`src/verilog/ted_pkg.sv`:
```
package ted_pkg;

	////////////////////////////////////////////////////////////////////////
	// register word offsets (byte addresses)
	localparam logic [7:0] TED_OFS_GATE = 8'h00;
	localparam logic [7:0] TED_OFS_MODE = 8'h04;
	localparam logic [7:0] TED_OFS_RELOAD = 8'h08;
	localparam logic [7:0] TED_OFS_COUNT = 8'h0C;
	localparam logic [7:0] TED_OFS_TRIG = 8'h10;
	localparam logic [7:0] TED_OFS_STAT = 8'h14;
	localparam logic [7:0] TED_OFS_OUTCTL = 8'h18;
	localparam logic [7:0] TED_OFS_FILT = 8'h1C;

	////////////////////////////////////////////////////////////////////////
	// field positions
	localparam int TED_GATE_BIT = 0;
	localparam int TED_MODE_DIV_BIT = 0;
	localparam int TED_MODE_EDGE_LSB = 1;
	localparam int TED_MODE_INIT_BIT = 3;
	localparam int TED_TRIG_START_BIT = 0;
	localparam int TED_TRIG_STOP_BIT = 1;
	localparam int TED_STAT_ACTIVE_BIT = 0;
	localparam int TED_OUT_VAL_BIT = 0;
	localparam int TED_OUT_EN_BIT = 1;
	localparam int TED_OUT_MODE_BIT = 2;
	localparam int TED_OUT_INV_BIT = 3;
	localparam int TED_FILT_EN_BIT = 0;

	////////////////////////////////////////////////////////////////////////
	// edge select codes
	localparam logic [1:0] TED_EDGE_FALL = 2'h0;
	localparam logic [1:0] TED_EDGE_RISE = 2'h1;
	localparam logic [1:0] TED_EDGE_BOTH = 2'h2;

	////////////////////////////////////////////////////////////////////////
	// values after reset
	localparam logic TED_RST_GATE = 1'b0;
	localparam logic [1:0] TED_RST_EDGE = 2'h1;
	localparam logic TED_RST_BIT = 1'b0;

	typedef enum logic [1:0] {
		TED_ST_IDLE,
		TED_ST_WAIT,
		TED_ST_RUN
	} ted_state_type;

endpackage

```
`src/verilog/ted_timer.sv`:
```
`timescale 1ns/100ps
module ted_timer import ted_pkg::*; #(
	parameter int CNT_W = 16,
	parameter bit DIV_CAPABLE = 1'b1
)(
	input wire logic sys_clk_in, // operating clock, 125 MHz
	input wire logic rst_in, // async reset, active high
	input wire logic ce_in, // clock enable, freezes all state
	input wire logic wb_cyc_in, // wishbone cycle
	input wire logic wb_stb_in, // wishbone strobe
	input wire logic wb_we_in, // wishbone write
	input wire logic [7:0] wb_adr_in, // byte address
	input wire logic [3:0] wb_sel_in, // byte lanes
	input wire logic [31:0] wb_dat_in, // write data
	output logic [31:0] wb_dat_out, // read data
	output logic wb_ack_out, // acknowledge
	input wire logic timer_input_pin_in, // external edge source
	output logic timer_output_pin_out, // timer output level
	output logic timer_output_oe_out, // high while timer owns pin
	output logic channel_interrupt_out // one cycle interrupt pulse
);

	////////////////////////////////////////////////////////////////////////
	// state
	logic ack_ff, nxt_ack;
	logic [31:0] rdata_ff, nxt_rdata;
	logic gate_ff, nxt_gate;
	logic div_mode_ff, nxt_div_mode;
	logic [1:0] edge_sel_ff, nxt_edge_sel;
	logic init_sel_ff, nxt_init_sel;
	logic filt_en_ff, nxt_filt_en;
	logic [CNT_W-1:0] reload_ff, nxt_reload;
	logic [CNT_W-1:0] cnt_ff, nxt_cnt;
	logic active_ff, nxt_active;
	ted_state_type state_ff, nxt_state;
	logic irq_ff, nxt_irq;
	logic out_val_ff, nxt_out_val;
	logic out_en_ff, nxt_out_en;
	logic out_mode_ff, nxt_out_mode;
	logic out_inv_ff, nxt_out_inv;
	logic pin_ff, nxt_pin;
	logic pin_oe_ff, nxt_pin_oe;

	logic bus_req, wr_go, reg_wr, start_wr, stop_wr, toggle;
	logic valid_edge, div_eff;

	function automatic logic hit(input logic [7:0] adr,
		input logic [7:0] ofs);
		hit = (adr[7:2] == ofs[7:2]);
	endfunction

	function automatic logic [CNT_W-1:0] merge_lanes(
		input logic [CNT_W-1:0] old, input logic [31:0] dat,
		input logic [3:0] sel);
		logic [31:0] wide;
		wide = 32'h0000_0000;
		wide[CNT_W-1:0] = old;
		for (int i = 0; i < 4; i++) begin
			if (sel[i]) begin
				wide[i*8 +: 8] = dat[i*8 +: 8];
			end
		end
		merge_lanes = wide[CNT_W-1:0];
	endfunction

	////////////////////////////////////////////////////////////////////////
	// input edge detection
	ted_edge_det u_edge (
		.sys_clk_in(sys_clk_in),
		.rst_in(rst_in),
		.ce_in(ce_in),
		.clear_in(~gate_ff),
		.filt_en_in(filt_en_ff),
		.edge_sel_in(edge_sel_ff),
		.pin_in(timer_input_pin_in),
		.edge_out(valid_edge)
	);

	////////////////////////////////////////////////////////////////////////
	// wishbone slave: ack one cycle after the request, then dropped
	assign bus_req = wb_cyc_in & wb_stb_in & ~ack_ff;
	assign wr_go = bus_req & wb_we_in;
	assign reg_wr = wr_go & gate_ff;
	assign start_wr = reg_wr & hit(wb_adr_in, TED_OFS_TRIG) & wb_sel_in[0]
		& wb_dat_in[TED_TRIG_START_BIT];
	assign stop_wr = reg_wr & hit(wb_adr_in, TED_OFS_TRIG) & wb_sel_in[0]
		& wb_dat_in[TED_TRIG_STOP_BIT];
	// divider only where the channel supports it
	assign div_eff = DIV_CAPABLE & div_mode_ff;

	always_comb begin
		nxt_ack = bus_req;
		nxt_rdata = rdata_ff;
		if (bus_req && !wb_we_in) begin
			nxt_rdata = 32'h0000_0000;
			if (hit(wb_adr_in, TED_OFS_GATE)) begin
				nxt_rdata[TED_GATE_BIT] = gate_ff;
			end else if (hit(wb_adr_in, TED_OFS_MODE)) begin
				nxt_rdata[TED_MODE_DIV_BIT] = div_mode_ff;
				nxt_rdata[TED_MODE_EDGE_LSB +: 2] = edge_sel_ff;
				nxt_rdata[TED_MODE_INIT_BIT] = init_sel_ff;
			end else if (hit(wb_adr_in, TED_OFS_RELOAD)) begin
				nxt_rdata[CNT_W-1:0] = reload_ff;
			end else if (hit(wb_adr_in, TED_OFS_COUNT)) begin
				nxt_rdata[CNT_W-1:0] = cnt_ff;
			end else if (hit(wb_adr_in, TED_OFS_STAT)) begin
				nxt_rdata[TED_STAT_ACTIVE_BIT] = active_ff;
			end else if (hit(wb_adr_in, TED_OFS_OUTCTL)) begin
				nxt_rdata[TED_OUT_VAL_BIT] = out_val_ff;
				nxt_rdata[TED_OUT_EN_BIT] = out_en_ff;
				nxt_rdata[TED_OUT_MODE_BIT] = out_mode_ff;
				nxt_rdata[TED_OUT_INV_BIT] = out_inv_ff;
			end else if (hit(wb_adr_in, TED_OFS_FILT)) begin
				nxt_rdata[TED_FILT_EN_BIT] = filt_en_ff;
			end
		end
	end

	always_ff @(posedge sys_clk_in or posedge rst_in) begin
		if (rst_in) begin
			ack_ff <= 1'b0;
			rdata_ff <= 32'h0000_0000;
		end else if (ce_in) begin
			ack_ff <= nxt_ack;
			rdata_ff <= nxt_rdata;
		end
	end

	assign wb_ack_out = ack_ff;
	assign wb_dat_out = rdata_ff;

	////////////////////////////////////////////////////////////////////////
	// channel
	always_comb begin
		nxt_gate = gate_ff;
		nxt_div_mode = div_mode_ff;
		nxt_edge_sel = edge_sel_ff;
		nxt_init_sel = init_sel_ff;
		nxt_filt_en = filt_en_ff;
		nxt_reload = reload_ff;
		nxt_cnt = cnt_ff;
		nxt_active = active_ff;
		nxt_state = state_ff;
		nxt_irq = 1'b0;
		nxt_out_val = out_val_ff;
		nxt_out_en = out_en_ff;
		nxt_out_mode = out_mode_ff;
		nxt_out_inv = out_inv_ff;
		toggle = 1'b0;

		if (wr_go && hit(wb_adr_in, TED_OFS_GATE) && wb_sel_in[0]) begin
			nxt_gate = wb_dat_in[TED_GATE_BIT];
		end
		if (reg_wr && hit(wb_adr_in, TED_OFS_MODE) && wb_sel_in[0]) begin
			nxt_div_mode = DIV_CAPABLE & wb_dat_in[TED_MODE_DIV_BIT];
			nxt_edge_sel = wb_dat_in[TED_MODE_EDGE_LSB +: 2];
			nxt_init_sel = wb_dat_in[TED_MODE_INIT_BIT];
		end
		// reload held apart from the counter
		if (reg_wr && hit(wb_adr_in, TED_OFS_RELOAD)) begin
			nxt_reload = merge_lanes(reload_ff, wb_dat_in, wb_sel_in);
		end
		if (reg_wr && hit(wb_adr_in, TED_OFS_OUTCTL) && wb_sel_in[0]) begin
			nxt_out_en = wb_dat_in[TED_OUT_EN_BIT];
			nxt_out_mode = wb_dat_in[TED_OUT_MODE_BIT];
			nxt_out_inv = wb_dat_in[TED_OUT_INV_BIT];
			// value written straight while output disabled
			if (!out_en_ff) begin
				nxt_out_val = wb_dat_in[TED_OUT_VAL_BIT];
			end
		end
		if (reg_wr && hit(wb_adr_in, TED_OFS_FILT) && wb_sel_in[0]) begin
			nxt_filt_en = wb_dat_in[TED_FILT_EN_BIT];
		end

		if (stop_wr) begin
			nxt_active = 1'b0;
			nxt_state = TED_ST_IDLE;
		end else if (start_wr) begin
			nxt_active = 1'b1;
			if (div_eff) begin
				nxt_state = TED_ST_WAIT;
			end else begin
				nxt_cnt = reload_ff;
				nxt_state = TED_ST_RUN;
			end
		end else begin
			case (state_ff)
				TED_ST_IDLE: begin
					nxt_state = TED_ST_IDLE;
				end
				TED_ST_WAIT: begin
					if (valid_edge) begin
						nxt_cnt = reload_ff;
						nxt_state = TED_ST_RUN;
						nxt_irq = init_sel_ff;
						toggle = init_sel_ff;
					end
				end
				TED_ST_RUN: begin
					if (valid_edge) begin
						if (cnt_ff == '0) begin
							nxt_cnt = reload_ff;
							nxt_irq = 1'b1;
							toggle = 1'b1;
						end else begin
							nxt_cnt = cnt_ff - 1'b1;
						end
					end
				end
				default: begin
					nxt_state = TED_ST_IDLE;
				end
			endcase
		end

		// event mode toggles too; software clears enable
		if (toggle && out_en_ff && !out_mode_ff) begin
			nxt_out_val = ~out_val_ff;
		end

		// gate off returns everything but the bus and the input sync stages to initial values
		if (!gate_ff) begin
			nxt_div_mode = TED_RST_BIT;
			nxt_edge_sel = TED_RST_EDGE;
			nxt_init_sel = TED_RST_BIT;
			nxt_filt_en = TED_RST_BIT;
			nxt_reload = '0;
			nxt_cnt = '0;
			nxt_active = 1'b0;
			nxt_state = TED_ST_IDLE;
			nxt_irq = 1'b0;
			nxt_out_val = TED_RST_BIT;
			nxt_out_en = TED_RST_BIT;
			nxt_out_mode = TED_RST_BIT;
			nxt_out_inv = TED_RST_BIT;
		end

		// pin follows value only while gated on
		nxt_pin = gate_ff & (out_val_ff ^ out_inv_ff);
		nxt_pin_oe = gate_ff;
	end

	always_ff @(posedge sys_clk_in or posedge rst_in) begin
		if (rst_in) begin
			gate_ff <= TED_RST_GATE;
			div_mode_ff <= TED_RST_BIT;
			edge_sel_ff <= TED_RST_EDGE;
			init_sel_ff <= TED_RST_BIT;
			filt_en_ff <= TED_RST_BIT;
			reload_ff <= '0;
			cnt_ff <= '0;
			active_ff <= 1'b0;
			state_ff <= TED_ST_IDLE;
			irq_ff <= 1'b0;
			out_val_ff <= TED_RST_BIT;
			out_en_ff <= TED_RST_BIT;
			out_mode_ff <= TED_RST_BIT;
			out_inv_ff <= TED_RST_BIT;
			pin_ff <= 1'b0;
			pin_oe_ff <= 1'b0;
		end else if (ce_in) begin
			gate_ff <= nxt_gate;
			div_mode_ff <= nxt_div_mode;
			edge_sel_ff <= nxt_edge_sel;
			init_sel_ff <= nxt_init_sel;
			filt_en_ff <= nxt_filt_en;
			reload_ff <= nxt_reload;
			cnt_ff <= nxt_cnt;
			active_ff <= nxt_active;
			state_ff <= nxt_state;
			irq_ff <= nxt_irq;
			out_val_ff <= nxt_out_val;
			out_en_ff <= nxt_out_en;
			out_mode_ff <= nxt_out_mode;
			out_inv_ff <= nxt_out_inv;
			pin_ff <= nxt_pin;
			pin_oe_ff <= nxt_pin_oe;
		end
	end

	assign timer_output_pin_out = pin_ff;
	assign timer_output_oe_out = pin_oe_ff;
	assign channel_interrupt_out = irq_ff;

	logic quiet;
	assign quiet = ce_in & gate_ff & ~wr_go;
endmodule // ted_timer

```
`src/verilog/ted_edge_det.sv`:
```
`timescale 1ns/100ps
module ted_edge_det import ted_pkg::*; (
	input wire logic sys_clk_in, // operating clock
	input wire logic rst_in, // async reset, active high
	input wire logic ce_in, // clock enable
	input wire logic clear_in, // unit gate off, return all but the two sync stages to initial state
	input wire logic filt_en_in, // noise filter on
	input wire logic [1:0] edge_sel_in, // valid edge select
	input wire logic pin_in, // timer input pin
	output logic edge_out // one cycle valid edge pulse
);

	logic sync1_ff, sync2_ff, samp_ff, level_ff, prev_ff, edge_ff;
	logic nxt_sync1, nxt_sync2, nxt_samp, nxt_level, nxt_prev, nxt_edge;
	logic rise, fall;

	////////////////////////////////////////////////////////////////////////
	always_comb begin
		nxt_sync1 = pin_in;
		nxt_sync2 = sync1_ff;
		nxt_samp = sync2_ff;
		// filter needs two equal samples before the level moves
		nxt_level = level_ff;
		if (!filt_en_in || (sync2_ff == samp_ff)) begin
			nxt_level = sync2_ff;
		end
		nxt_prev = level_ff;
		rise = level_ff & ~prev_ff;
		fall = ~level_ff & prev_ff;
		case (edge_sel_in)
			TED_EDGE_FALL: nxt_edge = fall;
			TED_EDGE_RISE: nxt_edge = rise;
			default: nxt_edge = rise | fall;
		endcase
		if (clear_in) begin
			nxt_level = TED_RST_BIT;
			nxt_prev = TED_RST_BIT;
			nxt_samp = TED_RST_BIT;
			nxt_edge = 1'b0;
		end
	end

	always_ff @(posedge sys_clk_in or posedge rst_in) begin
		if (rst_in) begin
			sync1_ff <= 1'b0;
			sync2_ff <= 1'b0;
			samp_ff <= 1'b0;
			level_ff <= 1'b0;
			prev_ff <= 1'b0;
			edge_ff <= 1'b0;
		end else if (ce_in) begin
			sync1_ff <= nxt_sync1;
			sync2_ff <= nxt_sync2;
			samp_ff <= nxt_samp;
			level_ff <= nxt_level;
			prev_ff <= nxt_prev;
			edge_ff <= nxt_edge;
		end
	end

	assign edge_out = edge_ff;

endmodule // ted_edge_det

```
`config.mk`:
```
export PLATFORM = sky130hd
export DESIGN_NAME = ted_timer
export DESIGN_NICKNAME = d
export VERILOG_FILES = /design/src/verilog/ted_pkg.sv /design/src/verilog/ted_timer.sv /design/src/verilog/ted_edge_det.sv
export SDC_FILE = /design/constraint.sdc
export NUM_CORES = 1
export LEC_CHECK = 0
export BUFFER_PORTS_ARGS = -buffer_cell sky130_fd_sc_hd__buf_2
export CORE_MARGIN = 3
export CORE_UTILIZATION = 59
export DETAILED_ROUTE_END_ITERATION = 8
export GPL_TIMING_DRIVEN = 0
export PLACE_DENSITY = 0.85
export SYNTH_ARGS = -nofsm -noshare
export SYNTH_HDL_FRONTEND = slang
export SYNTH_SLANG_ARGS = --single-unit
```
`constraint.sdc`:
```
create_clock -name sys_clk_in -period 6.5 [get_ports sys_clk_in]
set_clock_uncertainty 0.15 [all_clocks]
set_input_delay 0.65 -clock sys_clk_in [delete_from_list [all_inputs] [get_ports sys_clk_in]]
set_output_delay 0.65 -clock sys_clk_in [all_outputs]
set_load 0.02 [all_outputs]
```
==> impl_metrics.csv, run 1 <==
group,metric,value,unit
sta,slew_headroom,39.0,%
sta,max_freq,328,MHz
sta,period_share,47.0,%
worst_setup_path,arrival,3.14,ns
drt,met2_wirelength,4870,um
logic_synthesis,synthTopCellsByArea,"dfrtp_1 (42%), mux2_2 (4.6%), o21ai_0 (4.0%), nor2_1 (3.9%), mux2i_1 (3.9%)",
logic_synthesis,yosysTopAreaCell,"dfrtp_1",
worst_setup_path,cp-start-kind,"primary input",
final_layout,design_area,0.00478,mm2
drt,routed.top_layer,"met4",
clock_tree,cts_tree,"built",
clock_tree,numClockSinks,71,
floorplanning,die_x,89.6,um
global_route,grt_pass1_vias,3470,
placement,io_buffers,50,
clock_tree,max-clock-path-buffers,2,
drt,wl_met1,4540,um
global_route,globalRouteOverflowTotal,0,
worst_setup_path,critPathBufInv,3,
worst_setup_path,crit_type,"in -> reg",
sta,worst_slew_pin_slew,0.907,ns
pwr,total_leakage_power,2.15,nW
logic_synthesis,synth-edff-count,0,
sta,hold_viol,0,
flow_run,drv_cap,0,
pwr,ir_drop,0.147,mV
logic_synthesis,syn-instance-count,443,
drt,drt_pass1_iterations,5,
worst_setup_path,cp-startpoint,"wb_adr_in[5]",
worst_setup_path,cpPeakStageDelay,0.82,ns
drt,dr_total_vias,3702,
placement,place_area,0.00455,mm2
floorplanning,die_h,89.6,um
clock_tree,clockRootBuffer,"clkbuf_8",
worst_setup_path,r2r_cells,7,
worst_setup_path,crit_chain,"buf_2 > or4b_1 > buf_2 > nor4_2 > nor2_1 > clkbuf_1 > a32oi_1 > o22ai_1",
logic_synthesis,ys_seq_area_share,43.1,%
final_layout,nFillCells,519,
worst_setup_path,end_kind,"register",
placement,place.gp.congestion,0.941,
drt,drt_iter0_markers,299,
logic_synthesis,ys.flop_type,"dfrtp_1",
worst_setup_path,regToRegSetupSlack,3.49,ns
logic_synthesis,avgSynthCellArea,9.31,um2
final_layout,postLayoutCoreUtil,72.8,%
logic_synthesis,async_flop_share,100,%
floorplanning,boundaryPins,87,
drt,ant_nets,0,
floorplanning,core_area,0.00657,mm2
drt,drt_wl_total,10500,um
pwr,p_total,1.02,mW
worst_setup_path,critical_path_required,6.59,ns
floorplanning,die-area,0.00803,mm2
worst_setup_path,crit_family,"simple AND/OR/NAND/NOR gates",
worst_setup_path,slowest_stage,"nor4_2",
clock_tree,cts_buffers,9,
clock_tree,cts_resized,0,
sta,setup_viol,0,
logic_synthesis,synthTopCellsByCount,"dfrtp_1 (70), nor2_1 (43), nand2_1 (41), o21ai_0 (33), inv_1 (25)",
drt,dr_wl_met3,808,um
drt,route.detailed.drc,0,
drt,routedWlPerCell,17.0,um
status,status,"finished clean",
drt,vias_per_cell,6.00,
final_layout,n_antenna_cell,0,
sta,drv_slew,0,
logic_synthesis,syn_area,0.00412,mm2
min_path,hold_path.class,"reg -> reg",
sta,fin_crit,3.05,ns
worst_setup_path,cp_common_cell,"buf_2",
worst_setup_path,crit_end,"cnt_ff[10]",
logic_synthesis,ys_seq_elements,71,
worst_setup_path,worst-path-stages,8,
clock_tree,clk_pin_slew,0.08,ns
clock_tree,cts_max_level,3,
global_route,antenna_found_initial,0,
logic_synthesis,synth_top_area_share,42.5,%
sta,timing.hold.ws,0.322,ns
logic_synthesis,synthMostInstantiatedCell,"dfrtp_1",
logic_synthesis,yosys.cell_types.count,60,
worst_setup_path,r2r_start,"cnt_ff[0]",
logic_synthesis,yosys_warnings,0,
clock_tree,worstSkewPairLatency,0.36,ns
floorplanning,initial_core_util,62.8,%
placement,hpwl,7590,um
final_layout,layout-drive-gt1-share,23.3,%
final_layout,fin_nets,576,
global_route,grt_pass1_wl,17300,um
pwr,powerDensity,213,mW/mm2
floorplanning,rows,29,
worst_setup_path,r2r_end,"out_val_ff",
clock_tree,postCtsSetupBuffers,0,
sta,tns,0,ns
sta,grt_setup_unrepaired,"false",
global_route,grt.total_usage,28.4,%
worst_setup_path,worst-path-max-fanout,10,
clock_tree,ctsHoldBuffers,0,
global_route,grt_max_degree,72,
final_layout,area_growth,15.9,%
==> worst min path at each step <==
stage | end | slack, ns | start | cells after the start
after floorplan | reload_ff[11] | 0.32 | reload_ff[11] | 2
after global placement | wb_dat_out[0] | 0.30 | wb_dat_out[0] | 2
final | wb_dat_out[0] | 0.32 | wb_dat_out[0] | 2
after detailed placement | wb_dat_out[0] | 0.31 | wb_dat_out[0] | 2
after CTS | wb_dat_out[0] | 0.33 | wb_dat_out[0] | 2
after global routing | wb_dat_out[3] | 0.36 | wb_dat_out[3] | 2
==> placed cells by master (no fill, tap or decap), types with 11 or more instances in the layout <==
cell / Yosys / routed
dfrtp_1: 70 / 70
buf_2: 3 / 53
nor2_1: 43 / 43
nand2_1: 41 / 41
o21ai_0: 33 / 33
inv_1: 25 / 24
clkbuf_1: 20 / 20
mux2_2: 17 / 17
nand3_1: 16 / 16
mux2i_1: 16 / 16
buf_4: 16 / 16
conb_1: 1 / 16
nor3_1: 13 / 13
a21oi_1: 13 / 13
a221oi_1: 12 / 12
o22ai_1: 11 / 11
clkbuf_8: 0 / 11
==> cell type report <==
cell class / count / area [um2] / area share, %
buffer: 41 / 233 / 4.87
clock buffer: 11 / 151 / 3.17
clock inverter: 5 / 80.1 / 1.68
inverter: 25 / 96.3 / 2.02
multi-input combinational: 321 / 2070 / 43.4
sequential: 71 / 1780 / 37.2
tap: 93 / 116 / 2.43
timing repair buffer: 50 / 250 / 5.24
==> registers in the layout, summed over array words and instances, names as in the netlist, 2 cells and up <==
signal	flops
cnt_ff	16
wb_dat_out	16
reload_ff	16
state_ff	2
edge_sel_ff	2
==> per-stage QoR <==
step / setup slack, ns / cells
CTS: 3.50 / 617
global route: 3.26 / 617
floorplan: 3.55 / 458
global placement: 3.07 / 601
detailed placement: 3.13 / 601
finish: 3.45 / 617
==> worst reg2reg max path, cell delays in order, from the launching register on <==
cell	delay, ns
dfrtp_1	0.44
inv_1	0.13
ha_1	0.16
or4b_1	0.49
o41ai_4	0.59
o2111ai_1	0.30
nor4b_1	0.42
mux2i_1	0.25
==> cells by family after synthesis <==
family,synth area share [%]
flops,43.1
simple gates,18.3
fa+ha+maj,1.82
mux,8.53
buf+inv,7.92
other cells,0.0910
xor+xnor,0.425
compound gates,19.8
==> power by group <==
group	leakage (nW)	internal [mW]	switching [mW]
Combinational	1.08	0.0479	0.0866
Clock	0.112	0.236	0.175
Sequential	0.958	0.463	0.0112
Total	2.15	0.747	0.273
==> routing by layer <==
metal,global-route usage (%),vias up
met3,4.20,27
met4,12.2,0
li1,-,1737
met2,44.4,173
met5,0,-
met1,39.5,1765
Power figures use the tool's default switching activity.
==> run 2, diff against run 1 <==
--- a/config.mk
+++ b/config.mk
@@ -7,10 +7,10 @@
 export LEC_CHECK = 0
 export BUFFER_PORTS_ARGS = -buffer_cell sky130_fd_sc_hd__buf_2
 export CORE_MARGIN = 3
-export CORE_UTILIZATION = 59
+export CORE_UTILIZATION = 55
 export DETAILED_ROUTE_END_ITERATION = 8
 export GPL_TIMING_DRIVEN = 0
-export PLACE_DENSITY = 0.85
+export PLACE_DENSITY = 0.8
 export SYNTH_ARGS = -nofsm -noshare
 export SYNTH_HDL_FRONTEND = slang
 export SYNTH_SLANG_ARGS = --single-unit
==> constraint.sdc (replaced) <==
create_clock -name sys_clk_in -period 2.82 [get_ports sys_clk_in]
set_clock_uncertainty 0.15 [all_clocks]
set_input_delay 0.282 -clock sys_clk_in [delete_from_list [all_inputs] [get_ports sys_clk_in]]
set_output_delay 0.282 -clock sys_clk_in [all_outputs]
set_load 0.02 [all_outputs]
==> impl_metrics.csv, run 2 (same netlist as run 1, synthesis figures left out) <==
group,metric,value,unit
placement,place.gp.congestion,0.926,
placement,place_area,0.00455,mm2
sta,setup_viol,0,
global_route,grt.total_usage,26.1,%
worst_setup_path,crit_chain,"inv_1 > ha_1 > or4b_1 > o41ai_4 > o2111ai_1 > nor4b_2 > mux2i_1",
worst_setup_path,crit_type,"reg -> reg",
clock_tree,clk_pin_slew,0.07,ns
worst_setup_path,slowest_stage,"or4b_1",
clock_tree,cts_tree,"built",
min_path,hold_path.class,"in -> async",
clock_tree,worstSkewPairLatency,0.35,ns
global_route,globalRouteOverflowTotal,0,
worst_setup_path,critical_path_required,2.94,ns
final_layout,nFillCells,572,
floorplanning,rows,30,
worst_setup_path,crit_family,"simple AND/OR/NAND/NOR gates",
drt,drt_pass1_iterations,5,
drt,dr_total_vias,3714,
sta,timing.hold.ws,-0.0611,ns
sta,drv_slew,0,
floorplanning,die_h,92.6,um
worst_setup_path,worst-path-max-fanout,6,
clock_tree,cts_buffers,9,
floorplanning,boundaryPins,87,
floorplanning,core_area,0.00702,mm2
pwr,total_leakage_power,2.16,nW
worst_setup_path,critPathBufInv,1,
pwr,powerDensity,469,mW/mm2
global_route,grt_max_degree,72,
clock_tree,max-clock-path-buffers,2,
drt,drt_iter0_markers,303,
sta,max_freq,371,MHz
status,violations,"negative hold slack",
drt,route.detailed.drc,0,
drt,routedWlPerCell,17.3,um
placement,io_buffers,50,
worst_setup_path,arrival,2.82,ns
sta,period_share,95.6,%
global_route,grt_pass1_wl,17600,um
sta,tns,0,ns
status,status,"finished with violations",
worst_setup_path,regToRegSetupSlack,0.13,ns
drt,ant_nets,0,
final_layout,area_growth,16.4,%
global_route,grt_pass1_vias,3604,
final_layout,design_area,0.00480,mm2
sta,fin_crit,2.69,ns
clock_tree,cts_max_level,3,
worst_setup_path,cpPeakStageDelay,0.49,ns
final_layout,final_cell_mix,"dfrtp_1 (70), buf_2 (53), nor2_1 (43)",
sta,hold_viol,56,
drt,drt_wl_total,10700,um
final_layout,fin_nets,578,
worst_setup_path,end_kind,"register",
clock_tree,clockRootBuffer,"clkbuf_8",
drt,vias_per_cell,5.97,
pwr,ir_drop,0.309,mV
clock_tree,ctsHoldBuffers,0,
worst_setup_path,cp-start-kind,"register",
floorplanning,die-area,0.00857,mm2
floorplanning,initial_core_util,58.7,%
final_layout,layout_commonest_cell,"dfrtp_1",
sta,grt_setup_unrepaired,"true",
flow_run,drv_cap,0,
global_route,antenna_found_initial,0,
floorplanning,die_x,92.6,um
clock_tree,numClockSinks,71,
sta,slew_headroom,41.9,%
sta,worst_slew_pin_slew,0.872,ns
placement,hpwl,7750,um
final_layout,layout-drive-gt1-share,24.1,%
final_layout,n_antenna_cell,0,
-- run 2: repair_timing --
item                                    in CTS  in global routing
gates resized for setup                      0                  5
endpoints found under the hold margin        0                  0
endpoints found under the setup margin      15                 17
pin swaps                                    1                  0
setup buffers                                2                  0
-- run 2: through the flow --
step | setup slack, ns | util [%] | cells | power [mW]
after global routing | -0.0162 | 68.3 | 622 | 2.35
after detailed placement | -0.232 | 64.8 | 604 | 1.43
after global placement | -0.233 | 64.8 | 604 | 1.42
after floorplan | 0.239 | - | 458 | 1.32
after CTS | 0.0697 | 68.0 | 622 | 2.26
final | 0.125 | 68.3 | 622 | 2.25
-- run 2: layout make-up --
| class | count | area [um2] | share of cell area [%] |
|---|---|---|---|
| multi-input cells | 321 | 2100 | 43.7 |
| flip-flops and latches | 71 | 1780 | 37.1 |
| repair buffers | 52 | 265 | 5.53 |
| plain buffers | 41 | 234 | 4.88 |
| clock buffers | 11 | 151 | 3.16 |
| well taps | 96 | 120 | 2.50 |
| inverters | 25 | 96.3 | 2.01 |
| clock inverters | 5 | 56.3 | 1.17 |
-- run 2: where the power goes --
| part | switching (mW) | internal [mW] | total [mW] |
|---|---|---|---|
| sequential | 0.0260 | 1.07 | 1.09 |
| combinational | 0.202 | 0.111 | 0.313 |
| clock | 0.387 | 0.455 | 0.842 |
| total | 0.616 | 1.63 | 2.25 |
-- run 2: final timing paths --
path                                     from                to  cells after the start
max in group asynchronous              rst_in         cnt_ff[6]                      2
max reg2reg                         cnt_ff[0]        out_val_ff                      7
min in group sys_clk_in    timer_input_pin_in  u_edge.nxt_sync2                      2
min reg2reg                     wb_dat_out[0]     wb_dat_out[0]                      2
min                                    rst_in     wb_dat_out[3]                      2
max                                 cnt_ff[0]        out_val_ff                      7
-- run 2: metal layers --
metal | vias to the layer above | global-route usage [%] | wire (um)
li1 | 1740 | - | -
met1 | 1768 | 34.3 | 4640
met2 | 172 | 40.6 | 5020
met3 | 34 | 6.66 | 781
met4 | 0 | 11.5 | 301
met5 | - | 0 | 0
==> run 3, diff against run 2 <==
--- a/config.mk
+++ b/config.mk
@@ -10,6 +10,7 @@
 export CORE_UTILIZATION = 55
 export DETAILED_ROUTE_END_ITERATION = 8
 export GPL_TIMING_DRIVEN = 0
+export MAX_ROUTING_LAYER = met4
 export PLACE_DENSITY = 0.8
 export SYNTH_ARGS = -nofsm -noshare
 export SYNTH_HDL_FRONTEND = slang
==> impl_metrics.csv, run 3 (same netlist as run 1, synthesis figures left out) <==
group,metric,value,unit
global_route,antenna_found_initial,0,
placement,place.gp.congestion,0.913,
sta,slew_headroom,42.3,%
global_route,grt_max_degree,72,
placement,io_buffers,50,
final_layout,fin_nets,578,
sta,setup_viol,0,
floorplanning,initial_core_util,58.7,%
final_layout,n_antenna_cell,0,
clock_tree,cts_tree,"built",
status,status,"finished with violations",
worst_setup_path,cpPeakStageDelay,0.49,ns
final_layout,layout-drive-gt1-share,23.8,%
sta,hold_viol,61,
worst_setup_path,end_kind,"register",
final_layout,design_area,0.00477,mm2
clock_tree,numClockSinks,71,
worst_setup_path,cp-startpoint,"cnt_ff[0]",
clock_tree,clockRootBuffer,"clkbuf_8",
status,violations,"negative hold slack",
drt,routedWlPerCell,17.4,um
worst_setup_path,slowest_stage,"or4b_1",
floorplanning,rows,30,
sta,max_freq,373,MHz
pwr,total_leakage_power,2.16,nW
floorplanning,core_area,0.00702,mm2
final_layout,final_cell_mix,"dfrtp_1 (70), buf_2 (53), nor2_1 (43)",
drt,vias_per_cell,5.92,
final_layout,postLayoutCoreUtil,68.0,%
placement,place_area,0.00455,mm2
worst_setup_path,r2r_start,"cnt_ff[0]",
sta,worst_slew_pin_slew,0.865,ns
drt,route.detailed.drc,0,
clock_tree,cts_buffers,9,
drt,drt_iter0_markers,392,
worst_setup_path,cp-start-kind,"register",
global_route,grt.total_usage,27.0,%
worst_setup_path,crit_type,"reg -> reg",
worst_setup_path,worst-path-max-fanout,6,
pwr,p_total,2.21,mW
sta,timing.hold.ws,-0.0353,ns
floorplanning,boundaryPins,87,
floorplanning,die_h,92.6,um
worst_setup_path,critical_path_required,2.94,ns
floorplanning,die_x,92.6,um
final_layout,area_growth,15.7,%
min_path,hold_path.class,"in -> async",
clock_tree,max-clock-path-buffers,2,
clock_tree,clk_pin_slew,0.08,ns
pwr,powerDensity,464,mW/mm2
placement,hpwl,7720,um
drt,ant_nets,0,
floorplanning,die-area,0.00857,mm2
worst_setup_path,regToRegSetupSlack,0.14,ns
global_route,grt_pass1_vias,3530,
worst_setup_path,crit_chain,"inv_1 > ha_1 > or4b_1 > o41ai_4 > o2111ai_1 > nor4b_1 > mux2i_1",
final_layout,layout_commonest_cell,"dfrtp_1",
drt,dr_total_vias,3674,
flow_run,drv_cap,0,
clock_tree,worstSkewPairLatency,0.35,ns
drt,drt_pass1_iterations,7,
sta,period_share,95.2,%
global_route,grt_pass1_wl,17800,um
sta,fin_crit,2.68,ns
worst_setup_path,crit_family,"simple AND/OR/NAND/NOR gates",
pwr,ir_drop,0.317,mV
drt,drt_wl_total,10800,um
worst_setup_path,critPathBufInv,1,
worst_setup_path,arrival,2.81,ns
global_route,globalRouteOverflowTotal,0,
placement,place_inst,604,
sta,drv_slew,0,
final_layout,fin_cells,621,
sta,grt_setup_unrepaired,"false",
clock_tree,cts_max_level,3,
## run 3: final timing paths
path	end	cells past startpoint
worst max-delay path	out_val_ff	7
max in group asynchronous	state_ff[1]	2
worst min-delay path	wb_dat_out[2]	2
worst min register to register	wb_dat_out[0]	2
worst max register to register	out_val_ff	7
min in group sys_clk_in	reload_ff[11]	3
## run 3: power by group
group	leakage, nW	internal [mW]	switching [mW]
clock	0.0988	0.402	0.403
sequential	0.958	1.07	0.0270
combinational	1.10	0.111	0.203
total	2.16	1.58	0.633
## run 3: what timing repair did
item / 4_1_cts / 5_1_grt
cloned: 0 / 0
hold buffers: 0 / 0
pin swaps: 1 / 0
endpoints found under the setup margin: 15 / 16
setup buffers: 2 / 0
gates resized for setup: 0 / 4
## run 3: cell type report
| cell class | instances | area, um2 |
|---|---|---|
| clock inverters | 6 | 62.6 |
| fillers | 571 | 2250 |
| repair buffers | 52 | 265 |
| well taps | 96 | 120 |
| inverters | 25 | 96.3 |
| clock buffers | 9 | 124 |
| multi-input cells | 321 | 2090 |
| plain buffers | 41 | 234 |
| flip-flops and latches | 71 | 1780 |
## run 3: through the flow
step	TNS (ns)	hold slack, ns	setup slack [ns]
global placement	-19.79	0.296	-0.240
floorplan	0	0.277	0.239
global route	0	0.0307	0.0137
CTS	0	0.00502	0.0483
detailed placement	-3.67	0.308	-0.271
finish	0	-0.0353	0.136
## run 3: worst reg2reg max path, cell delays in order, from the launching register on
cell,delay [ns]
dfrtp_1,0.45
inv_1,0.13
ha_1,0.14
or4b_1,0.49
o41ai_4,0.37
o2111ai_1,0.27
nor4b_1,0.39
mux2i_1,0.22
## run 3: per-layer routing
metal	GRT usage [%]	vias up	wire length [um]
met3	3.90	21	842
met2	41.3	194	4930
li1	-	1725	-
met5	-	-	0
met1	37.2	1734	4770
met4	9.03	0	229
